### src/hdl/acfc_pkg.sv
/*
 * acfc_pkg: constants and types of the command frame codec.
 * Assumes one clock, unescaped byte stream, frame offsets counted from the delimiter at 0.
 */
// Function
// - remote command request carries frame type 0x17 at offset 3
// - correlation id at offset 4; zero id suppresses any response frame
// - options at offset 15; 0x02 means apply now, other bits zero
// - remote write without apply stays pending until apply-changes command
// - command name at 16..17, parameter bytes follow before checksum
// - each local command 0x08/0x09 is answered by a 0x88 response
// - some commands, like node discovery, yield several response frames
// - response echoes id at offset 4 and command name at 5..6
// - status at offset 7: 0 ok, 1 error, 2 unknown, 3 bad parameter
// - queried value from offset 8 on; omitted when the command wrote
// - status notification has type 0x8A and status code at offset 4
// - after power-up one status notification with code 0x00 is sent
// - checksum is 0xFF minus low byte of sum from type to payload
package acfc_pkg;
	localparam logic [7:0]  DELIM       = 8'h7E;
	localparam logic [7:0]  FT_LCMD     = 8'h08;
	localparam logic [7:0]  FT_LCMDQ    = 8'h09;
	localparam logic [7:0]  FT_RCMD     = 8'h17;
	localparam logic [7:0]  FT_LRSP     = 8'h88;
	localparam logic [7:0]  FT_STAT     = 8'h8A;
	localparam logic [7:0]  CSUM_OK     = 8'hFF;
	localparam logic [7:0]  OPT_APPLY   = 8'h02;
	localparam logic [7:0]  STAT_PWRUP  = 8'h00;
	localparam logic [7:0]  ID_NONE     = 8'h00;
	localparam logic [7:0]  ST_OK       = 8'h00;
	localparam logic [7:0]  ST_ERROR    = 8'h01;
	localparam logic [7:0]  ST_BADCMD   = 8'h02;
	localparam logic [7:0]  ST_BADPAR   = 8'h03;
	localparam logic [15:0] NAME_APPLY  = 16'h4143; // ascii of the apply-changes command
	// frame offsets, delimiter at 0
	localparam logic [15:0] OFS_TYPE    = 16'h0003;
	localparam logic [15:0] OFS_ID      = 16'h0004;
	localparam logic [15:0] OFS_L_NAME  = 16'h0005;
	localparam logic [15:0] OFS_L_PARAM = 16'h0007;
	localparam logic [15:0] OFS_R_ADDR  = 16'h0005;
	localparam logic [15:0] OFS_R_ADDRL = 16'h000C;
	localparam logic [15:0] OFS_R_OPT   = 16'h000F;
	localparam logic [15:0] OFS_R_NAME  = 16'h0010;
	localparam logic [15:0] OFS_R_PARAM = 16'h0012;
	localparam logic [15:0] OFS_S_NAME  = 16'h0005;
	localparam logic [15:0] OFS_S_STAT  = 16'h0007;
	localparam logic [15:0] OFS_S_DATA  = 16'h0008;
	localparam logic [15:0] LEN_STAT    = 16'h0002;
	localparam logic [15:0] LEN_RSP     = 16'h0005;
	localparam logic [15:0] ONE         = 16'h0001;
	// parameter store and response data sizes
	localparam int          PMEM_AW     = 4;
	localparam logic [15:0] PMEM_DEPTH  = 16'h0010;
	localparam logic [3:0]  RSP_DMAX    = 4'h8;

	typedef enum logic [2:0] {
		RX_HUNT = 3'b000,
		RX_LENH = 3'b001,
		RX_LENL = 3'b010,
		RX_BODY = 3'b011,
		RX_CSUM = 3'b100,
		RX_HOLD = 3'b101
	} acfc_rx_state_type;

	typedef enum logic [2:0] {
		TX_IDLE = 3'b000,
		TX_DELM = 3'b001,
		TX_LENH = 3'b010,
		TX_LENL = 3'b011,
		TX_BODY = 3'b100,
		TX_CSUM = 3'b101
	} acfc_tx_state_type;
endpackage : acfc_pkg

### src/hdl/acfc_buf2.sv
/*
 * acfc_buf2: two-entry buffer with valid/ready on both sides.
 * Assumes a single clock; the drain side may stall freely.
 */
`timescale 1ns/1ps
module acfc_buf2 #(
	parameter int WIDTH = 8
) (
	// clock and reset
	input  wire logic             mclk,
	input  wire logic             arst_n,
	// fill side
	input  wire logic [WIDTH-1:0] in_data,
	input  wire logic             in_valid,
	output logic                  in_ready,
	// drain side
	output logic [WIDTH-1:0]      out_data,
	output logic                  out_valid,
	input  wire logic             out_ready
);
	logic [WIDTH-1:0] mem_q [2];
	logic             wp_q;
	logic             rp_q;
	logic [1:0]       cnt_q;
	logic             push;
	logic             pop;

	// full and empty come straight from the count, never guessed
	assign in_ready  = (cnt_q != 2'b10);
	assign out_valid = (cnt_q != 2'b00);
	assign out_data  = mem_q[rp_q];
	assign push      = in_valid && in_ready;
	assign pop       = out_valid && out_ready;

	// storage
	always_ff @(posedge mclk or negedge arst_n) begin
		if (!arst_n) begin
			mem_q[0] <= '0;
			mem_q[1] <= '0;
		end else if (push) begin
			mem_q[wp_q] <= in_data;
		end
	end

	// pointers and count
	always_ff @(posedge mclk or negedge arst_n) begin
		if (!arst_n) begin
			wp_q  <= 1'b0;
			rp_q  <= 1'b0;
			cnt_q <= 2'b00;
		end else begin
			wp_q  <= wp_q ^ push;
			rp_q  <= rp_q ^ pop;
			cnt_q <= cnt_q + {1'b0, push} - {1'b0, pop};
		end
	end
endmodule : acfc_buf2

### src/hdl/acfc_pmem.sv
/*
 * acfc_pmem: small parameter byte store, one write and one registered read port.
 * Assumes writer and reader share the clock.
 */
`timescale 1ns/1ps
module acfc_pmem (
	// clock and reset
	input  wire logic                       mclk,
	input  wire logic                       arst_n,
	// write port
	input  wire logic                       wr_en,
	input  wire logic [acfc_pkg::PMEM_AW-1:0] wr_addr,
	input  wire logic [7:0]                 wr_data,
	// read port
	input  wire logic [acfc_pkg::PMEM_AW-1:0] rd_addr,
	output logic [7:0]                      rd_data
);
	import acfc_pkg::*;

	logic [7:0] mem_q [2**PMEM_AW];

	// array write, no reset needed on contents
	always_ff @(posedge mclk) begin
		if (wr_en) begin
			mem_q[wr_addr] <= wr_data;
		end
	end

	// read data leaves from a flop, one cycle after the address
	always_ff @(posedge mclk or negedge arst_n) begin
		if (!arst_n) begin
			rd_data <= 8'h00;
		end else begin
			rd_data <= mem_q[rd_addr];
		end
	end
endmodule : acfc_pmem

### src/hdl/acfc_codec.sv
/*
 * acfc_codec: parses command request frames from the host and builds
 * command response and status notification frames back to it.
 * Assumes an unescaped byte stream, synchronous inputs, one clock.
 */
`timescale 1ns/1ps
module acfc_codec (
	// clock and reset
	input  wire logic        mclk,
	input  wire logic        arst_n,
	// bytes from host
	input  wire logic [7:0]  rx_data,
	input  wire logic        rx_valid,
	output logic             rx_ready,
	// bytes to host
	output logic [7:0]       tx_data,
	output logic             tx_valid,
	input  wire logic        tx_ready,
	// decoded request
	output logic             req_valid,
	input  wire logic        req_ready,
	output logic             req_remote,
	output logic [7:0]       req_frame_id,
	output logic [15:0]      req_name,
	output logic [63:0]      req_addr,
	output logic             req_apply,
	output logic [15:0]      req_plen,
	input  wire logic [acfc_pkg::PMEM_AW-1:0] param_raddr,
	output logic [7:0]       param_rdata,
	output logic             remote_pending,
	output logic             rx_bad_frame,
	// response to send
	input  wire logic        rsp_valid,
	output logic             rsp_ready,
	input  wire logic [7:0]  rsp_frame_id,
	input  wire logic [15:0] rsp_name,
	input  wire logic [7:0]  rsp_status,
	input  wire logic [63:0] rsp_data,
	input  wire logic [3:0]  rsp_dlen,
	// status event
	input  wire logic        stat_valid,
	output logic             stat_ready,
	input  wire logic [7:0]  stat_code
);
	import acfc_pkg::*;

	acfc_rx_state_type rx_st_q;
	logic [15:0] rx_len_q;
	logic [15:0] rx_pos_q;
	logic [7:0]  rx_type_q;
	logic [7:0]  rx_sum_q;
	logic        rx_ovf_q;
	logic        rx_local;
	logic        rx_rmt;
	logic        rx_take;
	logic        rx_good;
	logic [15:0] rx_pbase;
	logic [15:0] rx_nbase;
	logic [15:0] rx_pidx;
	logic        pm_we;

	assign rx_take  = rx_valid && rx_ready;
	assign rx_ready = (rx_st_q != RX_HOLD); // back-pressure while a request waits
	assign rx_local = (rx_type_q == FT_LCMD) || (rx_type_q == FT_LCMDQ);
	assign rx_rmt   = (rx_type_q == FT_RCMD);
	assign rx_pbase = rx_rmt ? OFS_R_PARAM : OFS_L_PARAM;
	assign rx_nbase = rx_rmt ? OFS_R_NAME : OFS_L_NAME;
	assign rx_pidx  = rx_pos_q - rx_pbase;
	assign rx_good  = (8'(rx_sum_q + rx_data) == CSUM_OK);
	assign pm_we    = rx_take && (rx_st_q == RX_BODY) && (rx_local || rx_rmt)
	                  && (rx_pos_q >= rx_pbase) && (rx_pidx < PMEM_DEPTH);
	assign req_valid = (rx_st_q == RX_HOLD);

	// receive state: hunt delimiter, length MSB first, body, checksum
	always_ff @(posedge mclk or negedge arst_n) begin
		if (!arst_n) begin
			rx_st_q <= RX_HUNT;
		end else begin
			case (rx_st_q)
				RX_HUNT: if (rx_take && rx_data == DELIM) rx_st_q <= RX_LENH;
				RX_LENH: if (rx_take) rx_st_q <= RX_LENL;
				RX_LENL: if (rx_take) rx_st_q <= ({rx_len_q[15:8], rx_data} == '0) ? RX_HUNT : RX_BODY;
				RX_BODY: if (rx_take && rx_pos_q == OFS_TYPE + rx_len_q - ONE) rx_st_q <= RX_CSUM;
				RX_CSUM: if (rx_take) begin
					// a bad sum or unsupported frame is dropped, hunt again
					rx_st_q <= (rx_good && !rx_ovf_q && (rx_local || rx_rmt)) ? RX_HOLD : RX_HUNT;
				end
				RX_HOLD: if (req_ready) rx_st_q <= RX_HUNT;
				default: rx_st_q <= RX_HUNT;
			endcase
		end
	end

	// length, position, running sum and overflow of the frame in flight
	always_ff @(posedge mclk or negedge arst_n) begin
		if (!arst_n) begin
			rx_len_q <= 16'h0000;
			rx_pos_q <= 16'h0000;
			rx_sum_q <= 8'h00;
			rx_ovf_q <= 1'b0;
		end else if (rx_take) begin
			if (rx_st_q == RX_LENH) rx_len_q[15:8] <= rx_data;
			if (rx_st_q == RX_LENL) begin
				rx_len_q[7:0] <= rx_data;
				rx_pos_q      <= OFS_TYPE;
				rx_sum_q      <= 8'h00;
				rx_ovf_q      <= 1'b0;
			end
			if (rx_st_q == RX_BODY) begin
				rx_pos_q <= rx_pos_q + ONE;
				rx_sum_q <= rx_sum_q + rx_data;
				if (rx_pos_q >= rx_pbase && rx_pidx >= PMEM_DEPTH) rx_ovf_q <= 1'b1;
			end
		end
	end

	// field capture; the address is shifted in MSB first
	always_ff @(posedge mclk or negedge arst_n) begin
		if (!arst_n) begin
			rx_type_q    <= 8'h00;
			req_frame_id <= 8'h00;
			req_name     <= 16'h0000;
			req_addr     <= '0;
			req_apply    <= 1'b0;
			req_plen     <= 16'h0000;
		end else if (rx_take && rx_st_q == RX_BODY) begin
			if (rx_pos_q == OFS_TYPE) begin
				rx_type_q <= rx_data;
				req_plen  <= 16'h0000;
				req_apply <= 1'b0;
			end
			if (rx_pos_q == OFS_ID) req_frame_id <= rx_data;
			if (rx_rmt && rx_pos_q >= OFS_R_ADDR && rx_pos_q <= OFS_R_ADDRL) begin
				req_addr <= {req_addr[55:0], rx_data};
			end
			// only the apply value counts; other option bits must be zero
			if (rx_rmt && rx_pos_q == OFS_R_OPT) req_apply <= (rx_data == OPT_APPLY);
			if (rx_pos_q == rx_nbase) req_name[15:8] <= rx_data;
			if (rx_pos_q == rx_nbase + ONE) req_name[7:0] <= rx_data;
			if (rx_pos_q >= rx_pbase && (rx_local || rx_rmt)) req_plen <= req_plen + ONE;
		end
	end

	assign req_remote = rx_rmt;

	// remote writes without apply stay pending until a remote apply-changes command or a remote request with the apply option
	always_ff @(posedge mclk or negedge arst_n) begin
		if (!arst_n) begin
			remote_pending <= 1'b0;
		end else if (req_valid && req_ready && rx_rmt) begin
			if (req_name == NAME_APPLY || req_apply) remote_pending <= 1'b0;
			else if (req_plen != 16'h0000) remote_pending <= 1'b1;
		end
	end

	// one-cycle pulse on a frame dropped for a bad checksum
	always_ff @(posedge mclk or negedge arst_n) begin
		if (!arst_n) begin
			rx_bad_frame <= 1'b0;
		end else begin
			rx_bad_frame <= rx_take && rx_st_q == RX_CSUM && !rx_good;
		end
	end

	acfc_pmem u_pmem (
		.mclk    (mclk),
		.arst_n  (arst_n),
		.wr_en   (pm_we),
		.wr_addr (rx_pidx[PMEM_AW-1:0]),
		.wr_data (rx_data),
		.rd_addr (param_raddr),
		.rd_data (param_rdata)
	);

	// transmit side
	acfc_tx_state_type tx_st_q;
	logic        pwrup_q;
	logic        kstat_q;
	logic [7:0]  t_id_q;
	logic [15:0] t_name_q;
	logic [7:0]  t_code_q;
	logic [63:0] t_data_q;
	logic [15:0] t_len_q;
	logic [15:0] t_pos_q;
	logic [7:0]  t_sum_q;
	logic [7:0]  push_data;
	logic [7:0]  body_byte;
	logic        push_valid;
	logic        push_ready;
	logic        push;
	logic        go_stat;
	logic        go_rsp;
	logic [15:0] didx;

	assign push_valid = (tx_st_q != TX_IDLE);
	assign push       = push_valid && push_ready;
	// power-up notice first, then events, then responses
	assign go_stat    = (tx_st_q == TX_IDLE) && (pwrup_q || stat_valid);
	assign go_rsp     = (tx_st_q == TX_IDLE) && !pwrup_q && !stat_valid && rsp_valid;
	assign stat_ready = (tx_st_q == TX_IDLE) && !pwrup_q;
	// zero id is accepted and thrown away, so no frame goes out
	assign rsp_ready  = go_rsp;
	assign didx       = t_pos_q - OFS_S_DATA;

	// byte of the frame body at the current offset
	always_comb begin
		body_byte = 8'h00;
		if (t_pos_q == OFS_TYPE) body_byte = kstat_q ? FT_STAT : FT_LRSP;
		else if (t_pos_q == OFS_ID) body_byte = kstat_q ? t_code_q : t_id_q;
		else if (t_pos_q == OFS_S_NAME) body_byte = t_name_q[15:8];
		else if (t_pos_q == OFS_S_NAME + ONE) body_byte = t_name_q[7:0];
		else if (t_pos_q == OFS_S_STAT) body_byte = t_code_q;
		else body_byte = t_data_q[63 - 8 * didx[2:0] -: 8];
	end

	// byte handed to the buffer
	always_comb begin
		case (tx_st_q)
			TX_DELM: push_data = DELIM;
			TX_LENH: push_data = t_len_q[15:8];
			TX_LENL: push_data = t_len_q[7:0];
			TX_BODY: push_data = body_byte;
			TX_CSUM: push_data = CSUM_OK - t_sum_q;
			default: push_data = 8'h00;
		endcase
	end

	// frame builder sequence
	always_ff @(posedge mclk or negedge arst_n) begin
		if (!arst_n) begin
			tx_st_q <= TX_IDLE;
		end else begin
			case (tx_st_q)
				TX_IDLE: if (go_stat || (go_rsp && rsp_frame_id != ID_NONE)) tx_st_q <= TX_DELM;
				TX_DELM: if (push) tx_st_q <= TX_LENH;
				TX_LENH: if (push) tx_st_q <= TX_LENL;
				TX_LENL: if (push) tx_st_q <= TX_BODY;
				TX_BODY: if (push && t_pos_q == OFS_TYPE + t_len_q - ONE) tx_st_q <= TX_CSUM;
				TX_CSUM: if (push) tx_st_q <= TX_IDLE;
				default: tx_st_q <= TX_IDLE;
			endcase
		end
	end

	// latch the frame contents at launch; every response handshake with a nonzero id is one
	// frame, so a command answered in parts simply offers several
	always_ff @(posedge mclk or negedge arst_n) begin
		if (!arst_n) begin
			pwrup_q  <= 1'b1;
			kstat_q  <= 1'b0;
			t_id_q   <= 8'h00;
			t_name_q <= 16'h0000;
			t_code_q <= 8'h00;
			t_data_q <= '0;
			t_len_q  <= 16'h0000;
		end else if (go_stat) begin
			pwrup_q  <= 1'b0;
			kstat_q  <= 1'b1;
			t_code_q <= pwrup_q ? STAT_PWRUP : stat_code;
			t_len_q  <= LEN_STAT;
		end else if (go_rsp) begin
			kstat_q  <= 1'b0;
			t_id_q   <= rsp_frame_id;
			t_name_q <= rsp_name;
			t_code_q <= rsp_status;
			t_data_q <= rsp_data;
			// write results carry no data; longer data is clipped
			t_len_q  <= LEN_RSP + {12'h000, (rsp_dlen > RSP_DMAX) ? RSP_DMAX : rsp_dlen};
		end
	end

	// position and running sum of the outgoing body
	always_ff @(posedge mclk or negedge arst_n) begin
		if (!arst_n) begin
			t_pos_q <= 16'h0000;
			t_sum_q <= 8'h00;
		end else if (push && tx_st_q == TX_LENL) begin
			t_pos_q <= OFS_TYPE;
			t_sum_q <= 8'h00;
		end else if (push && tx_st_q == TX_BODY) begin
			t_pos_q <= t_pos_q + ONE;
			t_sum_q <= t_sum_q + body_byte;
		end
	end

	// buffer so a stalled host loses nothing
	acfc_buf2 #(.WIDTH(8)) u_obuf (
		.mclk      (mclk),
		.arst_n    (arst_n),
		.in_data   (push_data),
		.in_valid  (push_valid),
		.in_ready  (push_ready),
		.out_data  (tx_data),
		.out_valid (tx_valid),
		.out_ready (tx_ready)
	);

	// checks
	property p_delim;
		@(posedge mclk) disable iff (!arst_n) tx_st_q == TX_DELM |-> push_data == DELIM;
	endproperty
	a_delim: assert property (p_delim) else $error("frame not opened by delimiter");

	property p_len_order;
		@(posedge mclk) disable iff (!arst_n) push && tx_st_q == TX_LENH |=> tx_st_q == TX_LENL;
	endproperty
	a_len_order: assert property (p_len_order) else $error("length bytes out of order");

	property p_rsp_type;
		@(posedge mclk) disable iff (!arst_n)
			tx_st_q == TX_BODY && t_pos_q == OFS_TYPE && !kstat_q |-> push_data == FT_LRSP;
	endproperty
	a_rsp_type: assert property (p_rsp_type) else $error("wrong response type");

	property p_stat_type;
		@(posedge mclk) disable iff (!arst_n)
			tx_st_q == TX_BODY && t_pos_q == OFS_TYPE && kstat_q |-> push_data == FT_STAT;
	endproperty
	a_stat_type: assert property (p_stat_type) else $error("wrong status type");

	property p_suppress;
		@(posedge mclk) disable iff (!arst_n) go_rsp && rsp_frame_id == ID_NONE |=> tx_st_q == TX_IDLE;
	endproperty
	a_suppress: assert property (p_suppress) else $error("zero id produced a frame");

	property p_csum;
		@(posedge mclk) disable iff (!arst_n) tx_st_q == TX_CSUM |-> 8'(push_data + t_sum_q) == CSUM_OK;
	endproperty
	a_csum: assert property (p_csum) else $error("bad outgoing checksum");

	property p_drop;
		@(posedge mclk) disable iff (!arst_n)
			rx_take && rx_st_q == RX_CSUM && !rx_good |=> rx_st_q == RX_HUNT && rx_bad_frame;
	endproperty
	a_drop: assert property (p_drop) else $error("bad frame not dropped");

	property p_pwrup;
		@(posedge mclk) disable iff (!arst_n)
			tx_st_q == TX_IDLE && pwrup_q |=> tx_st_q == TX_DELM && kstat_q && t_code_q == STAT_PWRUP;
	endproperty
	a_pwrup: assert property (p_pwrup) else $error("power-up notice missing");

	property p_echo;
		@(posedge mclk) disable iff (!arst_n)
			tx_st_q == TX_BODY && t_pos_q == OFS_ID && !kstat_q |-> push_data == t_id_q;
	endproperty
	a_echo: assert property (p_echo) else $error("id not echoed");

	property p_pending;
		@(posedge mclk) disable iff (!arst_n)
			req_valid && req_ready && rx_rmt && !req_apply && req_name != NAME_APPLY
			&& req_plen != 16'h0000 |=> remote_pending;
	endproperty
	a_pending: assert property (p_pending) else $error("remote write not pending");

	c_rsp:  cover property (@(posedge mclk) disable iff (!arst_n) go_rsp && rsp_frame_id != ID_NONE);
	c_req:  cover property (@(posedge mclk) disable iff (!arst_n) req_valid && req_ready && rx_rmt);
	c_bad:  cover property (@(posedge mclk) disable iff (!arst_n) rx_bad_frame);
	c_full: cover property (@(posedge mclk) disable iff (!arst_n) push_valid && !push_ready);
endmodule : acfc_codec

### config.mk
export PLATFORM = sky130hd
export DESIGN_NAME = acfc_codec
export DESIGN_NICKNAME = d
export VERILOG_FILES = /design/src/hdl/acfc_pkg.sv /design/src/hdl/acfc_buf2.sv /design/src/hdl/acfc_pmem.sv /design/src/hdl/acfc_codec.sv
export SDC_FILE = /design/constraint.sdc
export NUM_CORES = 1
export LEC_CHECK = 0
export BUFFER_PORTS_ARGS = -buffer_cell sky130_fd_sc_hd__buf_2
export CAP_MARGIN = 20
export CELL_PAD_IN_SITES_DETAIL_PLACEMENT = 1
export CELL_PAD_IN_SITES_GLOBAL_PLACEMENT = 2
export CORE_MARGIN = 4
export CORE_UTILIZATION = 35
export DETAILED_ROUTE_END_ITERATION = 10
export GPL_TIMING_DRIVEN = 0
export PLACE_DENSITY = 0.86
export SLEW_MARGIN = 10
export SYNTH_ARGS = -nofsm -noshare
export SYNTH_HDL_FRONTEND = slang
export SYNTH_SLANG_ARGS = --single-unit
### constraint.sdc
create_clock -name mclk -period 3.87 [get_ports mclk]
set_clock_uncertainty 0.15 [all_clocks]
set_input_delay 0.774 -clock mclk [delete_from_list [all_inputs] [get_ports mclk]]
set_output_delay 0.774 -clock mclk [all_outputs]
set_load 0.005 [all_outputs]
==> results.yml <==
power:
  leakage_nw: 11.5
  p_per_area_nw_per_um2: 698
  power_mw: 18.1
  peakVddDrop_v: 0.000462
placed_design:
  numPortBuffers: 251
  place_hpwl_um: 45600
  place_congestion: 0.836
timing:
  rsz0062_at_grt: "true"
  fin_setup_tns_ns: 0
  slew_violations: 0
  hold_viol_final: 0
  clock.fmax_ghz: 0.264
  period_needed_ns: 3.78
  period_share_pct: 97.7
  tightest_slew_ns: 1.03
  finalSetupViolCount: 0
  max_slew_margin_pct: 31.7
layout:
  fillers: 6342
  area_growth_syn_to_layout_pct: 24.2
  multi_input_area_sq_um: 8950
  regArea_sq_um: 11800
  fin_nets: 2282
  drive_gt1_share_pct: 30.9
  layout_commonest_cell: "nand2_1"
  final_cell_mix: "343 x nand2_1, 314 x dfrtp_1, 261 x buf_2, 128 x edfxtp_1, 127 x mux2_2"
global_route:
  grt_max_degree: 113
  grt.met2_usage_pct: 33.6
  grt_busiest_layer: "met2"
  grt_use_met3_pct: 4.13
  grt_pass1_vias: 16800
  grt_use_met1_pct: 26.6
  antenna_found_initial: 8
  grt_overflow_total: 0
  track_usage_pct: 20.0
  grt_pass1_wl_um: 99700
clock_tree:
  numClockSinks: 445
  cts-root-buf: "clkbuf_16"
  clockBufferDepth: 3
  numCtsBuffers: 51
  htreeDepth: 2
  tritoncts: "yes"
  path_clk_slew_ns: 0.07
  clk-insertion-delay-late_ns: 0.60
critical_path:
  cp_max_fo: 5
  cp-end-kind: "flip-flop"
  worst_ep_required_time_ns: 4.25
  start_kind: "flip-flop"
  path_class: "reg -> reg"
  r2r_cells: 13
  worstPathArrival_ns: 4.16
floorplanning:
  coreArea_sq_um: 59000
  fp.dieArea_sq_um: 63600
  die_h_um: 252
  initial_utilization_pct: 35.4
  pin_count: 256
  die_w_um: 252
  rows: 89
synth:
  yosys-top-cells-area: "dfrtp_1 38%, edfxtp_1 18%, mux2_2 6.9%"
  yosysUniqueCellTypes: 76
  async_reset_ff_share_pct: 71.2
  netlist.top_cell.by_area: "dfrtp_1"
  synth_warnings: 0
  postSynthAreaPerCell_sq_um: 11.7
  synth-main-ff-cell: "dfrtp_1"
  syn_inst: 1783
  ys_ff_latch: 445
  synth_area_sq_um: 20900
  synth_nets: 1947
  seq_area_frac_synth_pct: 56.4
  synth_edf_count: 128
  yosysTopAreaCellShare_pct: 37.9
worst_hold_path:
  min_path_type: "in -> reg"
  worstHoldPathCells: 3
detailed_routing:
  routed_wl_um: 64200
  wl_per_cell_um: 21.9
  ant_nets: 0
  viasPerCell: 5.28
  drt_iter0_drc: 862
  dr.pass1.iters: 4
  drcViolationCount: 0
  vias: 15500
run_status:
  status: "complete, no violations"
flow_run:
  maxCapViolations: 0
-- stage by stage --
stage          worst slack [ns]  std cells  hold WS, ns  utilization, %  instance area (sq um)
3_3_place_gp              -4.41       2807        0.303            39.1                  23100
4_1_cts                 -0.0302       2922        0.169            43.4                  25600
5_1_grt                 -0.0642       2936        0.192            43.9                  25900
2_1_floorplan           0.00981       1783        0.290               -                  20900
6_report                 0.0886       2937        0.209            43.9                  25900
3_5_place_dp              -1.05       2810        0.310            39.3                  23200
-- critical path, cell delays in order (launching register included) --
cell,delay (ns)
dfrtp_2,0.48
clkbuf_16,0.19
mux4_2,0.50
mux2_2,0.32
mux2_2,0.29
mux2i_2,0.24
a21oi_2,0.11
ha_1,0.34
a21oi_2,0.19
o21ai_2,0.10
o41ai_2,0.25
o21ai_1,0.15
a211o_1,0.31
o21ai_0,0.07
-- synthesized netlist by cell type (5+ instances only) --
library cell	instances
nand2_1	346
dfrtp_1	316
edfxtp_1	128
mux2_2	128
nor2_1	104
clkbuf_1	66
o21ai_0	59
mux4_2	56
inv_1	50
a21oi_1	49
xnor2_1	45
nand3_1	41
ha_1	35
xor2_1	30
nor3_1	23
nor4_1	20
nand4_1	19
and3_1	18
nor2b_1	17
and2_1	13
mux2i_1	13
o22ai_1	13
buf_2	12
nor3b_1	11
a211oi_1	10
and4_1	9
buf_1	9
nand2b_1	9
o221a_2	8
or3_1	8
a31oi_1	7
a21o_1	6
a22o_1	6
o31ai_1	6
nor4_2	5
or2_2	5
or4_1	5
-- metal layers --
layer  vias to the layer above  part of all wire, %
met2                       367                   49
met3                        79                  5.3
met4                         4                  2.0
met1                      7991                   43
li1                       7061                    -
met5                         -                0.034
-- power breakdown --
part           switching, mW  total (mW)  internal (mW)
Clock                   2.04        5.32           3.28
Sequential             0.725        6.52           5.80
Combinational           3.60        6.25           2.65
-- cells by family after synthesis --
group | synth area share, %
DFF | 56.4
AOI/OAI and AO/OA | 6.52
muxes | 13.6
adders and majority gates | 2.29
and+or+nand+nor | 15.3
xor gates and xnor gates | 3.26
buffers and inverters | 2.61
-- what timing repair did --
action | CTS | global route
gates resized for setup | 72 | 39
setup buffers | 18 | 11
pin swaps | 18 | 13
gates cloned | 0 | 1
setup endpoints to repair | 136 | 132
hold endpoints to repair | 43 | 0
hold buffers | 1 | 0
-- final cells by class --
class	count	area share, %
timing repair buffer	286	6.74
clock inverter	24	1.33
antenna	3	0.0290
clock buffer	72	6.00
multi-input combinational	1199	34.5
sequential	445	45.4
inverter	50	0.734
buffer	85	1.49
tap	773	3.73
-- flip-flops by register name, indices dropped and copies added (netlist names), 5 cells and up --
register and cells:
t_pos_q 16, req_addr 64, rx_type_q 8, u_pmem.rd_data 8
u_pmem.mem_q 128, req_name 16, u_obuf.mem_q 16, t_sum_q 8
rx_len_q 16, t_name_q 16, t_id_q 8, t_len_q 5
req_plen 16, rx_sum_q 8, rx_pos_q 16, t_data_q 64
t_code_q 8, req_frame_id 8
-- path summary, 6_finish.rpt --
| path | startpoint | endpoint | slack, ns |
|---|---|---|---|
| setup / recovery | t_pos_q[0] | t_sum_q[7] | 0.09 |
| min in group asynchronous | arst_n | rx_sum_q[5] | 0.54 |
| max in group asynchronous | arst_n | t_data_q[20] | 1.80 |
| hold reg to reg | t_data_q[46] | t_data_q[46] | 0.32 |
| setup reg to reg | t_pos_q[0] | t_sum_q[7] | 0.09 |
| hold / removal | rsp_data[62] | t_data_q[62] | 0.21 |
Note: power is estimated with default switching activity, not from simulation.
